### src/second_clock_output_cfg_pkg.sv
// Package: offsets, field positions, reset values and driver mode encodings
package second_out_cfg_pkg;
  localparam logic [7:0] SRC_SEL_ADDR = 8'h33;
  localparam logic [7:0] DRV_CTL_ADDR = 8'h34;
  localparam logic [7:0] SRC_SEL_RESET = 8'h00;
  localparam logic [7:0] DRV_CTL_RESET = 8'ha8;
  localparam int SRC_BIT = 3;
  localparam int STRENGTH_BIT = 7;
  localparam int PWRDN_BIT = 6;
  localparam int MODE_HI = 5;
  localparam int MODE_LO = 3;
  localparam int POL_HI = 2;
  localparam int POL_LO = 1;
  localparam int REGCTL_BIT = 0;
  localparam logic [2:0] MODE_CMOS_BOTH = 3'h0;
  localparam logic [2:0] MODE_CMOS_POS = 3'h1;
  localparam logic [2:0] MODE_CMOS_NEG = 3'h2;
  localparam logic [2:0] MODE_CMOS_NONE = 3'h3;
  localparam logic [2:0] MODE_LVDS = 3'h4;
  localparam logic [2:0] MODE_LVPECL = 3'h5;

  // Driver mode presented to the analog output stage
  typedef enum logic [4:0] {
    DRV_CMOS = 5'b00001,
    DRV_LVDS = 5'b00010,
    DRV_LVPECL = 5'b00100,
    DRV_TRISTATE = 5'b01000,
    DRV_UNUSED = 5'b10000
  } drv_kind_e;

  // Decoded settings for the second clock output driver
  typedef struct packed {
    logic use_reference;
    logic strong_drive;
    logic power_down;
    drv_kind_e kind;
    logic pos_enable;
    logic neg_enable;
    logic pos_invert;
    logic neg_invert;
  } drv_cfg_s;
endpackage

### src/second_clock_output_cfg_reg.sv
// Single 8-bit configuration register with write strobe and reset value
`timescale 1ns/1ps
`default_nettype none
module second_out_cfg_reg #(
  parameter logic [7:0] RESET_VALUE = 8'h00,
  parameter logic [7:0] USED_MASK = 8'hff
) (
  // Clock and reset
  input wire logic clk,
  input wire logic rst_n,
  // Write port
  input wire logic wr_en,
  input wire logic [7:0] wr_data,
  // Stored value
  output logic [7:0] value_q
);
  // Unused bits stay at their reset value, so they cannot steer anything
  always_ff @(posedge clk or negedge rst_n)
  begin
    if (!rst_n)
      value_q <= RESET_VALUE;
    else if (wr_en)
      value_q <= (wr_data & USED_MASK) | (RESET_VALUE & ~USED_MASK);
  end
endmodule // second_out_cfg_reg
`default_nettype wire

### src/second_output_config_regs.sv
// Second clock output source and driver configuration registers
`timescale 1ns/1ps
`default_nettype none
module second_output_config_regs (
  // Clock and reset
  input wire logic clk,
  input wire logic rst_n,
  // Register access from the serial port engine
  input wire logic [7:0] reg_addr,
  input wire logic reg_wr,
  input wire logic [7:0] reg_wdata,
  output logic [7:0] reg_rdata,
  // Output format select pin, high picks LVPECL while driver register bit 0 is clear (pin control)
  input wire logic output_format_select_pin,
  // Decoded settings to the second clock output stage
  output var second_out_cfg_pkg::drv_cfg_s second_clock_output_cfg
);
  import second_out_cfg_pkg::*;

  // Only the source bit is stored; the other bits read back as zero
  localparam logic [7:0] SRC_USED_MASK = 8'(8'h01 << SRC_BIT);
  // Every driver bit has a meaning, so all of them are stored
  localparam logic [7:0] DRV_USED_MASK = 8'hff;
  // Pin control out of reset; pin not yet sampled, so LVDS is assumed
  localparam drv_cfg_s CFG_RESET = '{
    use_reference: 1'b0,
    strong_drive: 1'b1,
    power_down: 1'b0,
    kind: DRV_LVDS,
    pos_enable: 1'b1,
    neg_enable: 1'b1,
    pos_invert: 1'b0,
    neg_invert: 1'b0
  };

  // Stored register images
  logic [7:0] src_q;
  logic [7:0] drv_q;
  // Write strobes, one per register
  logic src_wr;
  logic drv_wr;
  // Fields of the driver register
  logic strength_f;
  logic pwrdn_f;
  logic [2:0] mode_f;
  logic [1:0] pol_f;
  logic reg_control;
  // Next values of the registered outputs
  logic [7:0] rdata_d;
  drv_cfg_s cfg_d;

  // Address match, shared by the write strobes and the read mux
  function automatic logic addr_hit(
    input logic [7:0] addr,
    input logic [7:0] target
  );
    return addr == target;
  endfunction

  // CMOS encodings; the polarity field means nothing outside them
  function automatic logic is_cmos(input logic [2:0] mode);
    logic hit;
    case (mode)
      MODE_CMOS_BOTH,
      MODE_CMOS_POS,
      MODE_CMOS_NEG,
      MODE_CMOS_NONE:
        hit = 1'b1;
      default:
        hit = 1'b0;
    endcase
    return hit;
  endfunction

  // Driver kind for a register-controlled mode code
  function automatic drv_kind_e mode_kind(input logic [2:0] mode);
    drv_kind_e kind;
    case (mode)
      MODE_CMOS_BOTH,
      MODE_CMOS_POS,
      MODE_CMOS_NEG:
        kind = DRV_CMOS;
      MODE_CMOS_NONE:
        kind = DRV_TRISTATE;
      MODE_LVDS:
        kind = DRV_LVDS;
      MODE_LVPECL:
        kind = DRV_LVPECL;
      default:
        kind = DRV_UNUSED;
    endcase
    return kind;
  endfunction

  // Positive pin drives in both-pin CMOS, positive-only CMOS and differential
  function automatic logic pos_active(input logic [2:0] mode);
    logic on;
    case (mode)
      MODE_CMOS_BOTH,
      MODE_CMOS_POS,
      MODE_LVDS,
      MODE_LVPECL:
        on = 1'b1;
      default:
        on = 1'b0;
    endcase
    return on;
  endfunction

  // Negative pin drives in both-pin CMOS, negative-only CMOS and differential
  function automatic logic neg_active(input logic [2:0] mode);
    logic on;
    case (mode)
      MODE_CMOS_BOTH,
      MODE_CMOS_NEG,
      MODE_LVDS,
      MODE_LVPECL:
        on = 1'b1;
      default:
        on = 1'b0;
    endcase
    return on;
  endfunction

  // Only bit 3 of the source register is implemented
  second_out_cfg_reg #(
    .RESET_VALUE(SRC_SEL_RESET),
    .USED_MASK(SRC_USED_MASK)
  ) u_src (
    .clk(clk),
    .rst_n(rst_n),
    .wr_en(src_wr),
    .wr_data(reg_wdata),
    .value_q(src_q)
  );

  second_out_cfg_reg #(
    .RESET_VALUE(DRV_CTL_RESET),
    .USED_MASK(DRV_USED_MASK)
  ) u_drv (
    .clk(clk),
    .rst_n(rst_n),
    .wr_en(drv_wr),
    .wr_data(reg_wdata),
    .value_q(drv_q)
  );

  // Writes to any other address are dropped silently
  assign src_wr = reg_wr && addr_hit(reg_addr, SRC_SEL_ADDR);
  assign drv_wr = reg_wr && addr_hit(reg_addr, DRV_CTL_ADDR);

  // Driver register fields
  assign strength_f = drv_q[STRENGTH_BIT];
  assign pwrdn_f = drv_q[PWRDN_BIT];
  assign mode_f = drv_q[MODE_HI:MODE_LO];
  assign pol_f = drv_q[POL_HI:POL_LO];
  assign reg_control = drv_q[REGCTL_BIT];

  // Unmapped addresses read zero, so a stray read never aliases a register
  always_comb
  begin
    rdata_d = 8'h00;
    if (addr_hit(reg_addr, SRC_SEL_ADDR))
      rdata_d = src_q;
    else if (addr_hit(reg_addr, DRV_CTL_ADDR))
      rdata_d = drv_q;
  end

  // Read data registered: one cycle after the address
  always_ff @(posedge clk or negedge rst_n)
  begin
    if (!rst_n)
      reg_rdata <= 8'h00;
    else
      reg_rdata <= rdata_d;
  end

  always_comb
  begin
    cfg_d = '0;
    cfg_d.use_reference = src_q[SRC_BIT];
    if (!reg_control)
    begin
      // Pin control: bits [7:1] ignored entirely
      cfg_d.strong_drive = 1'b1;
      cfg_d.power_down = 1'b0;
      cfg_d.kind = output_format_select_pin ? DRV_LVPECL : DRV_LVDS;
      cfg_d.pos_enable = 1'b1;
      cfg_d.neg_enable = 1'b1;
    end
    else
    begin
      cfg_d.strong_drive = strength_f;
      cfg_d.power_down = pwrdn_f;
      cfg_d.kind = mode_kind(mode_f);
      cfg_d.pos_enable = pos_active(mode_f);
      cfg_d.neg_enable = neg_active(mode_f);
      if (is_cmos(mode_f))
      begin
        // Inversion relative to default: pos true-high, neg true-low
        cfg_d.pos_invert = pol_f[1];
        cfg_d.neg_invert = pol_f[0];
      end
    end
  end

  // Registered so the analog stage never sees decode glitches
  always_ff @(posedge clk or negedge rst_n)
  begin
    if (!rst_n)
      second_clock_output_cfg <= CFG_RESET;
    else
      second_clock_output_cfg <= cfg_d;
  end
endmodule // second_output_config_regs
`default_nettype wire

### config.mk
export PLATFORM = sky130hd
export DESIGN_NAME = second_output_config_regs
export DESIGN_NICKNAME = d
export VERILOG_FILES = /design/src/second_clock_output_cfg_pkg.sv /design/src/second_clock_output_cfg_reg.sv /design/src/second_output_config_regs.sv
export SDC_FILE = /design/constraint.sdc
export NUM_CORES = 1
export LEC_CHECK = 0
export BUFFER_PORTS_ARGS = -buffer_cell sky130_fd_sc_hd__buf_2
export CORE_MARGIN = 4
export CORE_UTILIZATION = 29
export CTS_CLUSTER_SIZE = 16
export DETAILED_ROUTE_END_ITERATION = 10
export PLACE_DENSITY_LB_ADDON = 0.25
export SYNTH_ARGS = -nofsm -noshare
export SYNTH_HDL_FRONTEND = slang
export SYNTH_SLANG_ARGS = --single-unit
### constraint.sdc
create_clock -name clk -period 1.6 [get_ports clk]
set_clock_uncertainty 0.15 [all_clocks]
set_input_delay 0.32 -clock clk [delete_from_list [all_inputs] [get_ports clk]]
set_output_delay 0.32 -clock clk [all_outputs]
set_load 0.02 [all_outputs]
==> qor.json <==
{
  "synthesis.area_per_instance": {"value": 15.03, "unit": "µm²"},
  "finalSetupViolations": {"value": 0},
  "critical_path.slowest_cell": {"value": "sky130_fd_sc_hd__dfstp_2"},
  "timing.setup.tns": {"value": 0, "unit": "ns"},
  "gr-usage-met3": {"value": 5.669, "unit": "%"},
  "layout.core_utilization": {"value": 41.45, "unit": "%"},
  "critical_path_class": {"value": "reg2out"},
  "max-cap-violations": {"value": 0},
  "crit_chain": {"value": "buf_2"},
  "synth-edff-count": {"value": 0},
  "number_of_cells_on_the_worst_reg_to_reg_path": {"value": 2},
  "via_per_inst": {"value": 4.285},
  "row_cnt": {"value": 21},
  "dp_hpwl": {"value": 1515, "unit": "µm"},
  "input_output_buffers": {"value": 39},
  "largest_net_degree_at_the_start_of_global_routing": {"value": 30},
  "synth_cell_type_count": {"value": 23},
  "areaGrowthSynthToFinish": {"value": 32.83, "unit": "%"},
  "timing.final.crit_share": {"value": 88.38, "unit": "%"},
  "rsz0062_at_grt": {"value": "false"},
  "finish.net_count": {"value": 139},
  "antenna_left": {"value": 0},
  "setup_slack_of_the_worst_register_to_register_path": {"value": 0.38, "unit": "ns"},
  "globalRouteMet1Util": {"value": 10.19, "unit": "%"},
  "design.portCount": {"value": 40},
  "cp_num_buf_inv": {"value": 1},
  "worstPathArrival": {"value": 0.94, "unit": "ns"},
  "power_density_over_cell_area": {"value": 1003, "unit": "nW/µm²"},
  "cts_buffer_depth": {"value": 2},
  "synth.most_common_cell": {"value": "sky130_fd_sc_hd__dfrtp_1"},
  "detailroute.via_count": {"value": 707},
  "fillers": {"value": 357},
  "postSynthRegisterBits": {"value": 29},
  "die_w": {"value": 69.09, "unit": "µm"},
  "first_pass_iters": {"value": 3},
  "postCtsResizedCells": {"value": 0},
  "globalRouteMet2Util": {"value": 15.57, "unit": "%"},
  "post_route_cells_drive_above_1_share": {"value": 61.34, "unit": "%"},
  "globalRouteTotalUtil": {"value": 9.994, "unit": "%"},
  "antenna-diode-count": {"value": 0},
  "kind_of_launch_point_of_the_worst_setup_path": {"value": "flop"},
  "tritoncts.num_buffers": {"value": 5},
  "cts.clk_slew.worst_paths": {"value": 0.05, "unit": "ns"},
  "critical_path_peak_fanout": {"value": 1},
  "yosysSeqAreaShare": {"value": 67.86, "unit": "%"},
  "critical_path.max_stage_delay": {"value": 0.52, "unit": "ns"},
  "cp.required": {"value": 1.13, "unit": "ns"},
  "tritoncts": {"value": "done"},
  "achievable-frequency": {"value": 707.2, "unit": "MHz"},
  "max_slew_margin": {"value": 59.46, "unit": "%"},
  "hold_path_class": {"value": "in2reg"},
  "synthDominantCellAreaShare": {"value": 50.87, "unit": "%"},
  "max_slew.worst_pin.slew": {"value": 0.6081, "unit": "ns"},
  "postSynthNetCount": {"value": 92},
  "floorplan.die.height": {"value": 69.09, "unit": "µm"},
  "die-area": {"value": 4773, "unit": "µm²"},
  "clock_insertion_delay_worst_skew": {"value": 0.28, "unit": "ns"},
  "synth_warnings": {"value": 0},
  "drt_iter0_markers": {"value": 10},
  "holdPathEnd": {"value": "second_clock_output_cfg[5]$_DFF_PN1_"},
  "most_common_library_cells_after_synthesis": {"value": "sky130_fd_sc_hd__dfrtp_1, sky130_fd_sc_hd__mux2_2, sky130_fd_sc_hd__and3_2, sky130_fd_sc_hd__dfstp_2, sky130_fd_sc_hd__inv_1"},
  "critical-path-top-delay-family": {"value": "flip-flops"},
  "r2r_end": {"value": "second_clock_output_cfg[2]$_DFF_PN1_"},
  "synthArstFlopShare": {"value": 100.0, "unit": "%"},
  "min_delay_path_depth": {"value": 2},
  "status": {"value": "complete, no violations"},
  "first_global_vias": {"value": 788},
  "route.detailed.drc": {"value": 0},
  "yosys_most_used_dff": {"value": "sky130_fd_sc_hd__dfrtp_1"},
  "placement.setup.worst_slack": {"value": -0.003458, "unit": "ns"},
  "min-delay-start": {"value": "output_format_select_pin"},
  "flip_flop_count_of_the_largest_register_all_copies_and_words_added": {"value": 12},
  "min_period": {"value": 1.414, "unit": "ns"},
  "number_of_antenna_violations_at_the_first_check_in_global_routing": {"value": 0},
  "grt_pass1_wl": {"value": 3525, "unit": "µm"},
  "leakagePower": {"value": 0.7475, "unit": "nW"},
  "core_box_area": {"value": 3468, "unit": "µm²"},
  "worstReg2RegStart": {"value": "u_drv.value_q[5]$_DFFE_PN1P_"},
  "globalRouteOverflowTotal": {"value": 0},
  "timing.final.hold_violations": {"value": 0},
  "clock_sink_count": {"value": 29},
  "worst_setup_path_end_kind": {"value": "output pin"},
  "synth.largest_area_cell": {"value": "sky130_fd_sc_hd__dfrtp_1"},
  "finalWirelength": {"value": 2054, "unit": "µm"},
  "vdd_drop_max": {"value": 0.4286, "unit": "mV"},
  "cts-root-buf": {"value": "sky130_fd_sc_hd__clkbuf_8"},
  "setup_slack": {"value": 0.1859, "unit": "ns"},
  "globalplace.congestion": {"value": 0.6910},
  "starting_density_of_the_core": {"value": 31.20, "unit": "%"},
  "post_synth_main_area_contributors": {"value": "sky130_fd_sc_hd__dfrtp_1, sky130_fd_sc_hd__dfstp_2, sky130_fd_sc_hd__mux2_2"},
  "post_synth_inst_count": {"value": 72},
  "cts_setup_buffers": {"value": 0},
  "htreeDepth": {"value": 2},
  "cts_hold_buffers": {"value": 1},
  "busiest_layer": {"value": "met2"},
  "finalPower": {"value": 1.442, "unit": "mW"},
  "wl_per_cell": {"value": 12.45, "unit": "µm"},
  "syn_area": {"value": 1082, "unit": "µm²"},
  "final-max-slew-violation-count": {"value": 0}
}
[cell usage in the layout (no fill, tap or decap), drive strengths merged, types with 2 or more instances in the layout]
cell type	instances
buf	41
o21ai	2
inv	3
nor2	2
clkbuf	7
nor4bb	2
and3	8
dfrtp	22
mux2	10
nand2	2
nand2b	2
nand3	2
dfstp	7
[layer usage]
layer	vias to the layer above	share of wire, %
li1	340	-
met2	24	48
met3	6	8.0
met4	0	2.9
met5	-	0
met1	337	41
[through the flow]
stage	area (µm²)	instances	hold slack, ns
finish	1438	165	0.05137
global route	1438	165	0.03572
CTS	1438	165	0.04198
detailed placement	1341	157	0.2240
global placement	1341	157	0.2112
floorplan	1082	72	-0.1256
[area by class of cell]
cell class / instances / area, µm² / area share (%)
Timing Repair Buffer: 42 / 220.2 / 15.32
Tap cell: 46 / 57.56 / 4.003
Multi-Input combinational cell: 38 / 327.8 / 22.80
Clock buffer: 7 / 86.33 / 6.005
Inverter: 3 / 11.26 / 0.7833
Sequential cell: 29 / 734.5 / 51.09
[cell families after synthesis]
family                 count (synthesis)  share of synthesized area [%]
buffers and inverters                  5                          1.849
AOI/OAI and AO/OA                      4                          2.081
muxes                                 10                          10.40
DFF                                   29                          67.86
and+or+nand+nor                       24                          17.80
[how the worst max path moves through the flow]
stage / from / to / slack, ns / cells after the start
6_report: second_clock_output_cfg[3]$_DFF_PN1_ / second_clock_output_cfg[3] / 0.19 / 1
5_1_grt: second_clock_output_cfg[2]$_DFF_PN1_ / second_clock_output_cfg[2] / 0.14 / 1
4_1_cts: second_clock_output_cfg[3]$_DFF_PN1_ / second_clock_output_cfg[3] / 0.16 / 1
3_5_place_dp: reg_addr[7] / u_drv.value_q[6]$_DFFE_PN0P_ / -0.003 / 5
3_3_place_gp: reg_addr[7] / u_drv.value_q[6]$_DFFE_PN0P_ / 0.01 / 5
2_1_floorplan: reg_addr[1] / u_drv.value_q[0]$_DFFE_PN0P_ / 0.14 / 3
[power by group]
group	switching (mW)	leakage [nW]	internal, mW
sequential	0.0154	0.377	0.757
combinational	0.0460	0.326	0.0424
clock	0.242	0.0443	0.340
total	0.303	0.748	1.14
No activity file was read; power rests on OpenSTA's default activity.
